## src/verilog/ovt_consts.svh

```systemverilog
// Purpose: Offsets, field positions, reset values and counts of the
//          over-range and timestamp block.
// Assumes: AXI4-Lite register access, 32-bit words, byte addresses.
// Notes:   Included by its bare name; definitions only.
// Functional notes
// - Samples are 9-bit two's complement, negative when inverting input higher.
// - Over-range compares an 8-bit magnitude of each sample with threshold.
// - Magnitude maps +255/-256 to 255, +254/-254 to 254, zero to 0.
// - One threshold register serves every channel.
// - Over-range detection runs only while its enable bit is one.
// - Magnitude at or above threshold sets that channel's flag, else zero.
// - Each channel's flag drives its own output pin, channels A to D.
// - Flag stays high 8 << sel cycles after the last event, 8 to 1024.
// - The asynchronous trigger mark input is resynchronised to the clock.
// - Trigger output enabled with mode 3 repeats the retimed mark while recv_en is one.
// - Mark appears in link samples only while insertion is enabled.
// - Inserted mark replaces the sample LSB; mode 0 places sample at [11:3].
// - Mark is a 1-bit sample with latency matched to the sample path.
// - One full-scale setting applies to all inputs alike.
// - Cores swap for calibration; foreground halts sampling, background not.
`ifndef OVT_CONSTS_SVH
`define OVT_CONSTS_SVH

`define OVT_ADDR_CTRL 8'h00
`define OVT_ADDR_THRESH 8'h04
`define OVT_ADDR_FSCALE 8'h08
`define OVT_ADDR_FLAGS 8'h0C
`define OVT_ADDR_IRQ_STAT 8'h10
`define OVT_ADDR_IRQ_MASK 8'h14
`define OVT_ADDR_CAL 8'h18

`define OVT_CTRL_W 13
`define OVT_CTRL_RST 13'h0000
`define OVT_CTRL_OVERRANGE_DETECT_ENABLE 0
`define OVT_CTRL_PLEN_LSB 1
`define OVT_CTRL_TOUT_EN 4
`define OVT_CTRL_TOUT_MODE_LSB 5
`define OVT_CTRL_RECV_EN 7
`define OVT_CTRL_TS_EN 8
`define OVT_CTRL_LMODE_LSB 9

`define OVT_TOUT_MODE_MARK 2'h3
`define OVT_LMODE_ZERO 4'h0
`define OVT_THRESH_RST 8'hE4
`define OVT_FSCALE_RST 8'h00
`define OVT_IRQ_W 6
`define OVT_IRQ_RST 6'h00
`define OVT_IRQ_MARK 4
`define OVT_IRQ_CALDONE 5

`define OVT_CAL_START 0
`define OVT_CAL_BG 1
`define OVT_CAL_FG_CYCLES 10'h040
`define OVT_CAL_BG_CYCLES 10'h100
`define OVT_CORES 3'h6
`define OVT_PULSE_BASE 11'h008

`define OVT_RESP_OKAY 2'h0
`define OVT_RESP_SLVERR 2'h2

`endif

```

## src/verilog/ovt_pkg.sv

```systemverilog
// Purpose: Types shared by the over-range and timestamp block.
// Assumes: Constants come from ovt_consts.svh.
// Notes:   Types only.
package ovt_pkg;
  typedef enum logic [1:0] {CAL_IDLE, CAL_FORE, CAL_BACK} ovt_cal_t;
  typedef logic [3:0][8:0] ovt_samples_t;
endpackage : ovt_pkg

```

## src/verilog/ovt_core.sv

```systemverilog
// Purpose: Over-range detection, timestamp retiming and insertion, core
//          swap sequencing, with an AXI4-Lite register file.
// Assumes: Samples and valid arrive on aclk from the cores; the trigger
//          mark pin is asynchronous.
// Notes:   All outputs are flip-flops.
//
// The register offsets and the AXI4-Lite slave port were left to the implementer.
`timescale 1ns/1ps
`default_nettype none
`include "ovt_consts.svh"
module ovt_core (
  // Clock and reset
  input wire logic aclk,
  input wire logic aresetn,
  // AXI4-Lite write address and data
  input wire logic awvalid,
  output logic awready,
  input wire logic [7:0] awaddr,
  input wire logic [2:0] awprot,
  input wire logic wvalid,
  output logic wready,
  input wire logic [31:0] wdata,
  input wire logic [3:0] wstrb,
  // AXI4-Lite write response
  output logic bvalid,
  input wire logic bready,
  output logic [1:0] bresp,
  // AXI4-Lite read
  input wire logic arvalid,
  output logic arready,
  input wire logic [7:0] araddr,
  input wire logic [2:0] arprot,
  output logic rvalid,
  input wire logic rready,
  output logic [31:0] rdata,
  output logic [1:0] rresp,
  // Converted samples from the cores
  input wire logic sample_valid,
  input wire logic [8:0] sample_a,
  input wire logic [8:0] sample_b,
  input wire logic [8:0] sample_c,
  input wire logic [8:0] sample_d,
  // Trigger mark pin
  input wire logic trigger_mark_input,
  // Over-range pins
  output logic overrange_flag_ch_a,
  output logic overrange_flag_ch_b,
  output logic overrange_flag_ch_c,
  output logic overrange_flag_ch_d,
  // Trigger repeat and link words
  output logic trigger_repeat_output,
  output logic link_valid,
  output logic [11:0] link_word_a,
  output logic [11:0] link_word_b,
  output logic [11:0] link_word_c,
  output logic [11:0] link_word_d,
  // Converter control
  output logic [7:0] full_scale_setting,
  output logic sampling_halt,
  output logic [2:0] core_select,
  output logic irq
);

  ////////////////////////////////////////////////////////////////////////
  // Functions

  // Saturating 8-bit magnitude of a 9-bit two's complement sample
  function automatic logic [7:0] ovt_mag(input logic [8:0] s);
    logic [8:0] n;
    n = 9'h000 - s;
    if (!s[8])
      ovt_mag = s[7:0];
    else if (s == 9'h100)
      ovt_mag = 8'hFF;
    else
      ovt_mag = n[7:0];
  endfunction : ovt_mag

  // Places a sample in the link word, mark replacing its LSB
  function automatic logic [11:0] ovt_pack(input logic [8:0] s,
      input logic mark, input logic ins, input logic [3:0] lmode);
    logic [8:0] v;
    v = ins ? {s[8:1], mark} : s;
    if (lmode == `OVT_LMODE_ZERO)
      ovt_pack = {v, 3'h0};
    else
      ovt_pack = {3'h0, v};
  endfunction : ovt_pack

  // Byte-lane merge of a write
  function automatic logic [31:0] ovt_merge(input logic [31:0] old,
      input logic [31:0] nw, input logic [3:0] strb);
    logic [31:0] r;
    r = old;
    for (int i = 0; i < 4; i++) begin
      if (strb[i])
        r[i*8 +: 8] = nw[i*8 +: 8];
    end
    ovt_merge = r;
  endfunction : ovt_merge

  ////////////////////////////////////////////////////////////////////////
  // Register bus

  logic have_aw_q, have_w_q, wr_fire;
  logic [7:0] waddr_q;
  logic [31:0] wdata_q;
  logic [3:0] wstrb_q;
  logic [`OVT_CTRL_W-1:0] ctrl_q;
  logic [7:0] thresh_q;
  logic [`OVT_IRQ_W-1:0] irq_stat_q, irq_mask_q, irq_set;
  logic cal_bg_q, cal_start;
  logic [3:0] flag_q;
  ovt_pkg::ovt_cal_t cal_state_q;
  logic [31:0] rd_word;
  logic rd_ok;

  assign wr_fire = have_aw_q && have_w_q && !bvalid;

  always_ff @(posedge aclk) begin
    if (!aresetn) begin
      awready <= 1'b0;
      wready <= 1'b0;
      have_aw_q <= 1'b0;
      have_w_q <= 1'b0;
      waddr_q <= 8'h00;
      wdata_q <= 32'h0000_0000;
      wstrb_q <= 4'h0;
      bvalid <= 1'b0;
      bresp <= `OVT_RESP_OKAY;
    end else begin
      if (awvalid && awready) begin
        have_aw_q <= 1'b1;
        waddr_q <= awaddr;
        awready <= 1'b0;
      end else if (!have_aw_q && !bvalid && !wr_fire) begin
        awready <= 1'b1;
      end
      if (wvalid && wready) begin
        have_w_q <= 1'b1;
        wdata_q <= wdata;
        wstrb_q <= wstrb;
        wready <= 1'b0;
      end else if (!have_w_q && !bvalid && !wr_fire) begin
        wready <= 1'b1;
      end
      if (wr_fire) begin
        have_aw_q <= 1'b0;
        have_w_q <= 1'b0;
        bvalid <= 1'b1;
        bresp <= (waddr_q[7:2] <= `OVT_ADDR_CAL >> 2 &&
                  waddr_q != `OVT_ADDR_FLAGS) ?
                 `OVT_RESP_OKAY : `OVT_RESP_SLVERR;
      end else if (bvalid && bready) begin
        bvalid <= 1'b0;
      end
    end
  end

  always_comb begin
    rd_ok = 1'b1;
    rd_word = 32'h0000_0000;
    unique case ({araddr[7:2], 2'h0})
      `OVT_ADDR_CTRL: rd_word[`OVT_CTRL_W-1:0] = ctrl_q;
      `OVT_ADDR_THRESH: rd_word[7:0] = thresh_q;
      `OVT_ADDR_FSCALE: rd_word[7:0] = full_scale_setting;
      `OVT_ADDR_FLAGS: rd_word[7:0] = {cal_state_q, sampling_halt,
                                       trigger_repeat_output, flag_q};
      `OVT_ADDR_IRQ_STAT: rd_word[`OVT_IRQ_W-1:0] = irq_stat_q;
      `OVT_ADDR_IRQ_MASK: rd_word[`OVT_IRQ_W-1:0] = irq_mask_q;
      `OVT_ADDR_CAL: rd_word[`OVT_CAL_BG] = cal_bg_q;
      default: rd_ok = 1'b0;
    endcase
  end

  always_ff @(posedge aclk) begin
    if (!aresetn) begin
      arready <= 1'b0;
      rvalid <= 1'b0;
      rdata <= 32'h0000_0000;
      rresp <= `OVT_RESP_OKAY;
    end else begin
      if (arvalid && arready) begin
        arready <= 1'b0;
        rvalid <= 1'b1;
        rdata <= rd_word;
        rresp <= rd_ok ? `OVT_RESP_OKAY : `OVT_RESP_SLVERR;
      end else if (rvalid && rready) begin
        rvalid <= 1'b0;
      end else if (!rvalid) begin
        arready <= 1'b1;
      end
    end
  end

  ////////////////////////////////////////////////////////////////////////
  // Configuration registers

  logic [31:0] ctrl_new, thr_new, fs_new, cal_new, w1c;
  assign ctrl_new = ovt_merge({19'h0, ctrl_q}, wdata_q, wstrb_q);
  assign thr_new = ovt_merge({24'h0, thresh_q}, wdata_q, wstrb_q);
  assign fs_new = ovt_merge({24'h0, full_scale_setting}, wdata_q, wstrb_q);
  assign cal_new = ovt_merge(32'h0000_0000, wdata_q, wstrb_q);
  assign w1c = cal_new;
  assign cal_start = wr_fire && waddr_q == `OVT_ADDR_CAL &&
                     cal_new[`OVT_CAL_START];

  always_ff @(posedge aclk) begin
    if (!aresetn)
      ctrl_q <= `OVT_CTRL_RST;
    else if (wr_fire && waddr_q == `OVT_ADDR_CTRL)
      ctrl_q <= ctrl_new[`OVT_CTRL_W-1:0];
  end

  // One threshold for all channels keeps their flags comparable
  always_ff @(posedge aclk) begin
    if (!aresetn)
      thresh_q <= `OVT_THRESH_RST;
    else if (wr_fire && waddr_q == `OVT_ADDR_THRESH)
      thresh_q <= thr_new[7:0];
  end

  always_ff @(posedge aclk) begin
    if (!aresetn)
      full_scale_setting <= `OVT_FSCALE_RST;
    else if (wr_fire && waddr_q == `OVT_ADDR_FSCALE)
      full_scale_setting <= fs_new[7:0];
  end

  always_ff @(posedge aclk) begin
    if (!aresetn)
      cal_bg_q <= 1'b0;
    else if (wr_fire && waddr_q == `OVT_ADDR_CAL)
      cal_bg_q <= cal_new[`OVT_CAL_BG];
  end

  wire overrange_detect_enable = ctrl_q[`OVT_CTRL_OVERRANGE_DETECT_ENABLE];
  wire [2:0] plen_sel = ctrl_q[`OVT_CTRL_PLEN_LSB +: 3];
  wire tout_en = ctrl_q[`OVT_CTRL_TOUT_EN];
  wire [1:0] tout_mode = ctrl_q[`OVT_CTRL_TOUT_MODE_LSB +: 2];
  wire recv_en = ctrl_q[`OVT_CTRL_RECV_EN];
  wire ts_en = ctrl_q[`OVT_CTRL_TS_EN];
  wire [3:0] lmode = ctrl_q[`OVT_CTRL_LMODE_LSB +: 4];

  ////////////////////////////////////////////////////////////////////////
  // Calibration core swapping

  logic [9:0] cal_cnt_q;
  logic cal_done;
  assign cal_done = cal_state_q == ovt_pkg::CAL_FORE && cal_cnt_q == 10'h000;

  // Foreground halts sampling; background rotates cores without a gap
  always_ff @(posedge aclk) begin
    if (!aresetn) begin
      cal_state_q <= ovt_pkg::CAL_IDLE;
      cal_cnt_q <= 10'h000;
      sampling_halt <= 1'b0;
      core_select <= 3'h0;
    end else begin
      unique case (cal_state_q)
        ovt_pkg::CAL_IDLE: begin
          if (cal_start && !cal_new[`OVT_CAL_BG]) begin
            cal_state_q <= ovt_pkg::CAL_FORE;
            cal_cnt_q <= `OVT_CAL_FG_CYCLES - 10'h001;
            sampling_halt <= 1'b1;
          end else if (cal_start) begin
            cal_state_q <= ovt_pkg::CAL_BACK;
            cal_cnt_q <= `OVT_CAL_BG_CYCLES - 10'h001;
          end
        end
        ovt_pkg::CAL_FORE: begin
          cal_cnt_q <= cal_cnt_q - 10'h001;
          if (cal_done) begin
            cal_state_q <= ovt_pkg::CAL_IDLE;
            sampling_halt <= 1'b0;
          end
        end
        ovt_pkg::CAL_BACK: begin
          if (!cal_bg_q) begin
            cal_state_q <= ovt_pkg::CAL_IDLE;
          end else if (cal_cnt_q == 10'h000) begin
            cal_cnt_q <= `OVT_CAL_BG_CYCLES - 10'h001;
            core_select <= (core_select == `OVT_CORES - 3'h1) ?
                           3'h0 : core_select + 3'h1;
          end else begin
            cal_cnt_q <= cal_cnt_q - 10'h001;
          end
        end
      endcase
    end
  end

  ////////////////////////////////////////////////////////////////////////
  // Over-range detection

  ovt_pkg::ovt_samples_t smp;
  logic smp_ok;
  logic [3:0] hit;
  logic [9:0] pcnt_q [4];
  logic [10:0] plen;
  assign smp = {sample_d, sample_c, sample_b, sample_a};
  assign smp_ok = sample_valid && !sampling_halt;
  assign plen = `OVT_PULSE_BASE << plen_sel;

  always_comb begin
    for (int c = 0; c < 4; c++) begin
      hit[c] = overrange_detect_enable && smp_ok &&
               ovt_mag(smp[c]) >= thresh_q;
    end
  end

  // Counter holds remaining cycles after the flag's first one
  always_ff @(posedge aclk) begin
    if (!aresetn) begin
      flag_q <= 4'h0;
      for (int c = 0; c < 4; c++)
        pcnt_q[c] <= 10'h000;
    end else begin
      for (int c = 0; c < 4; c++) begin
        flag_q[c] <= hit[c] || pcnt_q[c] != 10'h000;
        if (hit[c])
          pcnt_q[c] <= plen[9:0] - 10'h001;
        else if (pcnt_q[c] != 10'h000)
          pcnt_q[c] <= pcnt_q[c] - 10'h001;
      end
    end
  end

  assign overrange_flag_ch_a = flag_q[0];
  assign overrange_flag_ch_b = flag_q[1];
  assign overrange_flag_ch_c = flag_q[2];
  assign overrange_flag_ch_d = flag_q[3];

  ////////////////////////////////////////////////////////////////////////
  // Timestamp path

  logic mark_m1_q, mark_m2_q, mark_q, mark;
  ovt_pkg::ovt_samples_t smp_d1_q, smp_d2_q;
  logic ok_d1_q, ok_d2_q;
  assign mark = mark_m2_q && recv_en;

  always_ff @(posedge aclk) begin
    if (!aresetn) begin
      mark_m1_q <= 1'b0;
      mark_m2_q <= 1'b0;
      mark_q <= 1'b0;
    end else begin
      mark_m1_q <= trigger_mark_input;
      mark_m2_q <= mark_m1_q;
      mark_q <= mark;
    end
  end

  // Samples wait out the two synchroniser stages so mark and data align
  always_ff @(posedge aclk) begin
    if (!aresetn) begin
      smp_d1_q <= '0;
      smp_d2_q <= '0;
      ok_d1_q <= 1'b0;
      ok_d2_q <= 1'b0;
    end else begin
      smp_d1_q <= smp;
      smp_d2_q <= smp_d1_q;
      ok_d1_q <= smp_ok;
      ok_d2_q <= ok_d1_q;
    end
  end

  always_ff @(posedge aclk) begin
    if (!aresetn) begin
      link_valid <= 1'b0;
      link_word_a <= 12'h000;
      link_word_b <= 12'h000;
      link_word_c <= 12'h000;
      link_word_d <= 12'h000;
      trigger_repeat_output <= 1'b0;
    end else begin
      link_valid <= ok_d2_q;
      link_word_a <= ovt_pack(smp_d2_q[0], mark, ts_en, lmode);
      link_word_b <= ovt_pack(smp_d2_q[1], mark, ts_en, lmode);
      link_word_c <= ovt_pack(smp_d2_q[2], mark, ts_en, lmode);
      link_word_d <= ovt_pack(smp_d2_q[3], mark, ts_en, lmode);
      trigger_repeat_output <= tout_en && tout_mode == `OVT_TOUT_MODE_MARK
                               && mark;
    end
  end

  ////////////////////////////////////////////////////////////////////////
  // Interrupts

  assign irq_set = {cal_done, mark && !mark_q, hit & ~flag_q};

  // A new event wins over a clear in the same cycle
  always_ff @(posedge aclk) begin
    if (!aresetn)
      irq_stat_q <= `OVT_IRQ_RST;
    else if (wr_fire && waddr_q == `OVT_ADDR_IRQ_STAT)
      irq_stat_q <= (irq_stat_q & ~w1c[`OVT_IRQ_W-1:0]) | irq_set;
    else
      irq_stat_q <= irq_stat_q | irq_set;
  end

  always_ff @(posedge aclk) begin
    if (!aresetn)
      irq_mask_q <= `OVT_IRQ_RST;
    else if (wr_fire && waddr_q == `OVT_ADDR_IRQ_MASK)
      irq_mask_q <= cal_new[`OVT_IRQ_W-1:0];
  end

  always_ff @(posedge aclk) begin
    if (!aresetn)
      irq <= 1'b0;
    else
      irq <= |(irq_stat_q & irq_mask_q);
  end
endmodule : ovt_core
`default_nettype wire

```

## config.mk

```make
export PLATFORM = sky130hd
export DESIGN_NAME = ovt_core
export DESIGN_NICKNAME = d
export VERILOG_FILES = /design/src/verilog/ovt_pkg.sv /design/src/verilog/ovt_core.sv
export VERILOG_INCLUDE_DIRS = /design/src /design/src/verilog
export SDC_FILE = /design/constraint.sdc
export NUM_CORES = 1
export LEC_CHECK = 0
export ABC_AREA = 1
export ABC_CLOCK_PERIOD_IN_PS = 3400
export BUFFER_PORTS_ARGS = -buffer_cell sky130_fd_sc_hd__buf_4
export CORE_UTILIZATION = 35
export CTS_CLUSTER_DIAMETER = 150
export DETAILED_ROUTE_END_ITERATION = 8
export SETUP_SLACK_MARGIN = 0.4
export SLEW_MARGIN = 10
export SYNTH_ARGS = -nofsm -noshare
export SYNTH_HDL_FRONTEND = slang
export SYNTH_SLANG_ARGS = --single-unit
```

## constraint.sdc

```tcl
create_clock -name aclk -period 3.4 [get_ports aclk]
set_input_delay 0.34 -clock aclk [delete_from_list [all_inputs] [get_ports aclk]]
set_output_delay 0.34 -clock aclk [all_outputs]
set_load 0.01 [all_outputs]
```

# After elaboration in Yosys (flattened, before gate mapping)
# Memory sizes are Yosys's and may differ from the RTL's.
# Cells that the tools add are included.
# totals
mem_count,1
register_bits,237
input_bits,103
out_inout_bits,108
ram_bits,40
# mem_list
memory,words,word_bits,rd,rd_ports_with_merged_regs,wr,line,text
pcnt_q,4,10,4,0,4,ovt_core.sv:299,logic [9:0] pcnt_q [4];
# op_classes
bitwise,18
order_cmp,5
n_reduce_logical,71
addsub,11
eq_ne,25
mux,81
shift,1
# op_table
cell,n
$mux W10,12
$mux W8,8
$sub A10 B1 Y10 const B,6
$mux W1,40
$reduce_bool A10 Y1,4
$eq A9 B9 Y1 const B,4
$mux W9,4
$ge A8 B8 Y1,4
$sub A1 B8 Y8 const A,4
$logic_and A1 B1 Y1,31
$pmux W10 S3,1
$eq A8 B5 Y1 const B,3
$pmux W4 S6,1
$eq A6 B3 Y1 const B,3
$reduce_and A2 Y1,7
$and A6 B6 Y6,2
$eq A6 B2 Y1 const B,2
$mux W2,6
$mux W6,2
$or A6 B6 Y6,2
$logic_not A10 Y1,1
$reduce_or A2 Y1,5
$shl A4 B3 Y10 const A,1
$reduce_and A3 Y1,3
32 further kinds,56

# Depth between registers and ports, before layout
# Gate-level depths: netlist of run 1.
# logic_depth
word_depth,10
ltp_mapped,20
ltp_nobuf,20

# Least setup slack after synthesis of run 1
# No wires, ideal clock.
# synth_path
path_type,input -> register
from,input sample_a[8]
to,"memory pcnt_q[0][0], enable pin"
path_stages,14
n_path_buf,2
setup_time_ps,349
t_required_ps,3051
t_arrival_ps,2344
slack_ps,706
path_cell_list,clkbuf_1 nand2_1 or3_1 clkbuf_1 a22oi_1 ha_1 nand2_1 nand3_1 nand2_1 nand2_1 nand2_1 nand2_1 nand2_2 nand3_1
# synth_lines
element,line,text
"start, declared",ovt_core.sv:39,"input wire logic [8:0] sample_a,"
"end, declared",ovt_core.sv:299,

==> impl_metrics.tcl, run 1 <==
set metrics [dict create \
    grt_pass1_wl_um 51100 \
    slew_viol_final 0 \
    utilization_pct 43.9 \
    yosysUniqueCellTypes 47 \
    tritoncts "built" \
    dieArea_um2 37000 \
    synth_area_per_cell_um2 7.62 \
    critPathKind "input port to flop" \
    fillers 3535 \
    grt_remaining_overflow 0 \
    cts_root_buf "clkbuf_16" \
    cp-start-kind "input port" \
    place_hpwl_um 23500 \
    yosys.area.top_type "dfxtp_1" \
    place_inst 2252 \
    fin_ws_ns 0.605 \
    synth_warnings 0 \
    post-route-drc-count 0 \
    core_um2 35600 \
    grt_max_degree 46 \
    endpoint_kind "flop" \
    worstPathRequired_ns 3.65 \
    cap_violations 0 \
    crit_buf_inv 3 \
    tightest_slew_ns 1.19 \
    tns_ns 0 \
    htree_levels 1 \
    gp_congestion 0.858 \
    synth_edf_count 40 \
    critPathSlowestCell "dlygate4sd3_1" \
    async_flop_share_pct 0 \
    finish.net_count 2001 \
    power_density_nw_per_um2 569 \
    clock-sinks 275 \
    first_iter_violations 514 \
    p_leak_nw 7.54 \
    portBuffers 160 \
    ys_ff_latch 275 \
    ir_drop_uv 467 \
    final.min_clock_period_ns 2.80 \
    hp-class "input port to flop" \
    fin_cells 2338 \
    fmax_mhz 358 \
    slowest_delay_ns 0.55 \
    synthCells 1664 \
    num_antenna_cells 0 \
    crit_start "sample_a[5]" \
    die_h_um 192 \
    path_depth 16 \
    hold_viol_final 0 \
    yosysSeqAreaShare_pct 46.6 \
    yosysMostFrequentCell "nand2_1" \
    crit_arrival_ns 3.04 \
    crit_chain "dlygate4sd3_1, buf_4, nor2_1, nand3_1, or3_4, and2_1, ha_1, nand2_1, nand3_1, nand2_1, nand2_1, nand2_1, nand2_1, nand2_4, nand3_1, buf_4" \
    antenna_found_initial 0 \
    cts_buffers 30 \
    synth_common_cells "nand2_1 (322), inv_1 (288), dfxtp_1 (235)" \
    place_ws_ns 0.223 \
    r2r_cells 13 \
    grt.total_usage_pct 17.2 \
    fin_crit_sh_pct 82.2 \
    clk_latency_ns 0.55 \
    vias_per_cell 4.67 \
    holdCritStartpoint "sample_b[7]" \
    start_util_pct 35.6 \
    netlist_area_um2 12700 \
    setup_violations 0 \
    yosys_most_used_dff "dfxtp_1" \
    wl_per_cell_um 13.7 \
    num_io_pins 211 \
    rows 69 \
    dpl_cell_area_um2 14200 \
    netlist.area_leader.share_pct 37.1 \
    syn2layout_area_growth_pct 23.1 \
    rr_startpoint "thresh_q[1]" \
    layout-drive-gt1-share_pct 15.0 \
    dr.pass1.iters 5 \
    ant_nets 0 \
    grt_pass1_vias 10286 \
    slew_headroom_pct 20.5 \
    die_x_um 192 \
    cpMostUsedCell "nand2_1" \
    clkTransAtPathRegs_ns 0.06 \
    outcome "finished clean" \
    fin_skew_ns 0.00987 \
    rsz0062_at_grt "true" \
    wirelength_um 32100 \
    crit_family "simple AND/OR/NAND/NOR gates" \
    ys_top_cells_by_area "dfxtp_1 (37%), nand2_1 (9.5%), edfxtp_1 (9.5%), inv_1 (8.5%), nor2_1 (4.9%)" \
    worstPathMaxFanout 10 \
    final_area_um2 15600 \
    num_vias 10912 \
    min_path_cells 3 \
    clockBufferDepth 3 \
]
-- cells by family (layout without fill, tap and decap cells) --
kind of cell             Yosys count  after routing  synth area share [%]
AND/OR/NAND/NOR                  650            650                  21.9
buffers and inverters            362            555                  11.7
AO/OA/AOI/OAI                    296            296                  12.9
flip-flops                       275            275                  46.6
adder cells (fa/ha/maj)           45             45                  4.44
XOR/XNOR                          35             35                  2.42
other                              1             21                0.0296
-- path summary, 6_finish.rpt --
check / endpoint / slack [ns]
hold reg to reg: smp_d2_q[16] / 0.41
hold / removal: smp_d1_q[16] / 0.02
setup / recovery: pcnt_q[0][0] / 0.60
setup reg to reg: pcnt_q[1][3] / 1.11
-- worst min-delay path, stage by stage --
cell,delay (ns)
buf_4,0.10
nand2_1,0.04
inv_1,0.04
-- final cells by class --
type / count / area [um^2] / area share [%]
Clock buffer: 47 / 947 / 6.07
Clock inverter: 9 / 63.8 / 0.409
Inverter: 297 / 1120 / 7.15
Multi-Input combinational cell: 1047 / 5420 / 34.7
Sequential cell: 275 / 5910 / 37.8
Tap cell: 461 / 577 / 3.70
Timing Repair Buffer: 202 / 1580 / 10.1
-- power breakdown --
group | switching [W] | internal [W]
clock | 0.00132 | 0.00192
combinational | 0.00115 | 0.000715
sequential | 0.000185 | 0.00360
-- metrics by stage --
step	hold slack, ns	total power [W]
2_1_floorplan	0.390	0.00522
3_3_place_gp	0.394	0.00562
3_5_place_dp	0.398	0.00566
4_1_cts	0.000695	0.00897
5_1_grt	0.00988	0.00941
6_report	0.0192	0.00889
-- layer usage --
metal / wire length, um / GRT usage [%] / vias up
met2: 14600 / 29.0 / 283
met5: 0 / 0 / -
li1: - / - / 5652
met3: 1960 / 2.69 / 45
met4: 805 / 5.30 / 0
met1: 14800 / 22.5 / 4932
-- flip-flops by register name (all words and copies together) (netlist names), 10 cells and up --
signal and cells:
link_word_d 12, smp_d2_q 36, link_word_c 12, rdata 13
ctrl_q 13, link_word_a 12, link_word_b 12, pcnt_q 40
smp_d1_q 36, wdata_q 13, cal_cnt_q 10
-- repair_timing --
action,in CTS,in global routing
setup endpoints to repair,0,77
setup buffers,0,4
hold buffers,26,0
hold endpoints to repair,26,0
gates resized for setup,0,21
-- placed cells by master, fill, tap and decap left out, drive strengths merged, types with 45 or more instances in the layout --
master	n
nor2	180
ha	45
clkbuf	47
a21oi	107
dfxtp	235
buf	176
inv	297
o21ai	124
nand2	327
nand3	99
Note: power is estimated with default switching activity, not from simulation.
==> inputs of run 2 (changes only) <==
--- a/config.mk
+++ b/config.mk
@@ -7,7 +7,7 @@
 export NUM_CORES = 1
 export LEC_CHECK = 0
 export ABC_AREA = 1
-export ABC_CLOCK_PERIOD_IN_PS = 3400
+export ABC_CLOCK_PERIOD_IN_PS = 2740
 export BUFFER_PORTS_ARGS = -buffer_cell sky130_fd_sc_hd__buf_4
 export CORE_UTILIZATION = 35
 export CTS_CLUSTER_DIAMETER = 150
==> constraint.sdc (replaced) <==
create_clock -name aclk -period 2.74 [get_ports aclk]
set_input_delay 0.274 -clock aclk [delete_from_list [all_inputs] [get_ports aclk]]
set_output_delay 0.274 -clock aclk [all_outputs]
set_load 0.01 [all_outputs]
==> run 2 against run 1 <==
- non-clock buffer count grew 25
- sequential power is 24% higher
- via count up 0.76%
- clock skew up 0.021 ns
==> impl_metrics.tcl, run 2 (synthesis results as in run 1) <==
set metrics [dict create \
    largest_reg_flops 40 \
    worstPathMaxFanout 5 \
    hp-class "input port to flop" \
    place_hpwl_um 23900 \
    cts_buffers 29 \
    clock-sinks 275 \
    p_int_w 0.00772 \
    dieArea_um2 37000 \
    grt_pass1_vias 10335 \
    final-seq-area_um2 5910 \
    tritoncts "built" \
    antenna_found_initial 0 \
    place_ws_ns -0.0258 \
    num_io_pins 211 \
    num_antenna_cells 0 \
    fin_crit_sh_pct 80.2 \
    die_x_um 192 \
    crit_arrival_ns 2.49 \
    outcome "finished clean" \
    wl_per_cell_um 14.0 \
    tightest_slew_ns 0.827 \
    final.min_clock_period_ns 2.20 \
    power_frac_seq_pct 42.5 \
    ant_nets 0 \
    multi_input_area_um2 5580 \
    start_util_pct 35.6 \
    power_density_nw_per_um2 692 \
    rsz0062_at_grt "false" \
    num_vias 10995 \
    ir_drop_uv 528 \
    wirelength_um 33000 \
    slew_headroom_pct 44.8 \
    grt_max_degree 43 \
    reg.largest.list "pcnt_q (40), smp_d1_q (36), smp_d2_q (36)" \
    fillers 3562 \
    clk_latency_ns 0.56 \
    grt.total_usage_pct 17.9 \
    layout.cells.most_common_list "nand2_1 (307), inv_1 (278), dfxtp_1 (235), buf_4 (183), nor2_1 (163)" \
    largest-register "pcnt_q" \
    first_iter_violations 590 \
    worstPathRequired_ns 3.03 \
    pwr-share-comb_pct 21.4 \
    fin_skew_ns 0.0307 \
    slew_viol_final 0 \
    core_um2 35600 \
    finish.net_count 2026 \
    fmax_mhz 455 \
    critPathKind "flop to flop" \
    cts_root_buf "clkbuf_16" \
    rows 69 \
    cap_violations 0 \
    dr.pass1.iters 5 \
    clkTransAtPathRegs_ns 0.06 \
    endpoint_kind "flop" \
    hold_viol_final 0 \
    vias_per_cell 4.65 \
    syn2layout_area_growth_pct 26.0 \
    die_h_um 192 \
    mostFrequentLayoutCell "nand2_1" \
    switchingPower_w 0.00334 \
    grt_pass1_wl_um 52800 \
    htree_levels 1 \
    clockBufferDepth 3 \
    p_sw_share_pct 30.2 \
    setup_violations 0 \
    gp_congestion 0.850 \
    grt_remaining_overflow 0 \
    final_area_um2 16000 \
    power_frac_clock_pct 36.1 \
    post-route-drc-count 0 \
    p_leak_nw 7.64 \
    fin_ws_ns 0.542 \
    cp-start-kind "flop" \
    layout-drive-gt1-share_pct 16.4 \
    portBuffers 160 \
    dpl_cell_area_um2 14400 \
]
## run 2: cell count changes in the layout (fill, tap and decap cells not counted), sizes merged
cell,previous run,this run
bufinv,0,1
buf,176,183
dlygate4sd3,26,44
clkbuf,47,43
nand3,99,100
clkinv,9,10
## run 2: layout make-up
cell class | instances | area share (%)
flip-flops and latches | 275 | 37.0
clock inverters | 11 | 0.556
well taps | 461 | 3.61
clock buffers | 43 | 5.58
inverters | 297 | 7.00
repair buffers | 227 | 11.4
multi-input cells | 1048 | 34.9
## run 2: critical path, stage by stage (launching register included)
cell,delay [ns]
dfxtp_1,0.35
nor2_1,0.15
inv_1,0.06
nor2_1,0.18
inv_1,0.15
ha_1,0.20
inv_1,0.12
a21oi_1,0.06
inv_1,0.07
nand2_1,0.05
o21ai_1,0.18
buf_4,0.19
nand2_1,0.06
nand2_1,0.07
nor2_1,0.04
## run 2: worst paths after layout
kind	from	endpoint	slack [ns]	depth (start not counted)
worst max-delay path	ctrl_q[1]	pcnt_q[1][7]	0.54	14
worst min-delay path	wdata[9]	wdata_q[9]	0.02	3
worst max register to register	ctrl_q[1]	pcnt_q[1][7]	0.54	14
worst min register to register	smp_d1_q[23]	smp_d2_q[23]	0.41	2
## run 2: stage by stage
step	TNS, ns	cells	util, %	hold WS [ns]	power [W]
detailed placement	-0.323	2260	40.5	0.395	0.00706
CTS	0	2358	44.5	0.00601	0.0111
finish	0	2362	44.9	0.0219	0.0111
global route	0	2362	44.9	0.0203	0.0117
floorplan	0	1684	-	0.367	0.00650
global placement	0	2260	40.5	0.393	0.00700
## run 2: per-layer routing
metal | vias up | wire length [um] | GRT usage (%)
li1 | 5691 | - | -
met1 | 4961 | 14500 | 22.4
met2 | 290 | 15600 | 31.3
met3 | 53 | 1960 | 2.93
met4 | 0 | 876 | 5.30
met5 | - | 0 | 0
## run 2: timing repair
item,in CTS,in global routing
hold endpoints to repair,44,0
endpoints found under the setup margin,0,65
resized for setup,0,23
buffers inserted,0,3
hold buffers,44,0
## run 2: power groups by stage
stage / logic (W) / clock network, W / registers [W]
3_5_place_dp: 0.00228 / 0 / 0.00478
4_1_cts: 0.00235 / 0.00408 / 0.00469
6_report: 0.00237 / 0.00400 / 0.00470
5_1_grt: 0.00273 / 0.00424 / 0.00474
3_3_place_gp: 0.00223 / 0 / 0.00477
2_1_floorplan: 0.00177 / 0 / 0.00473
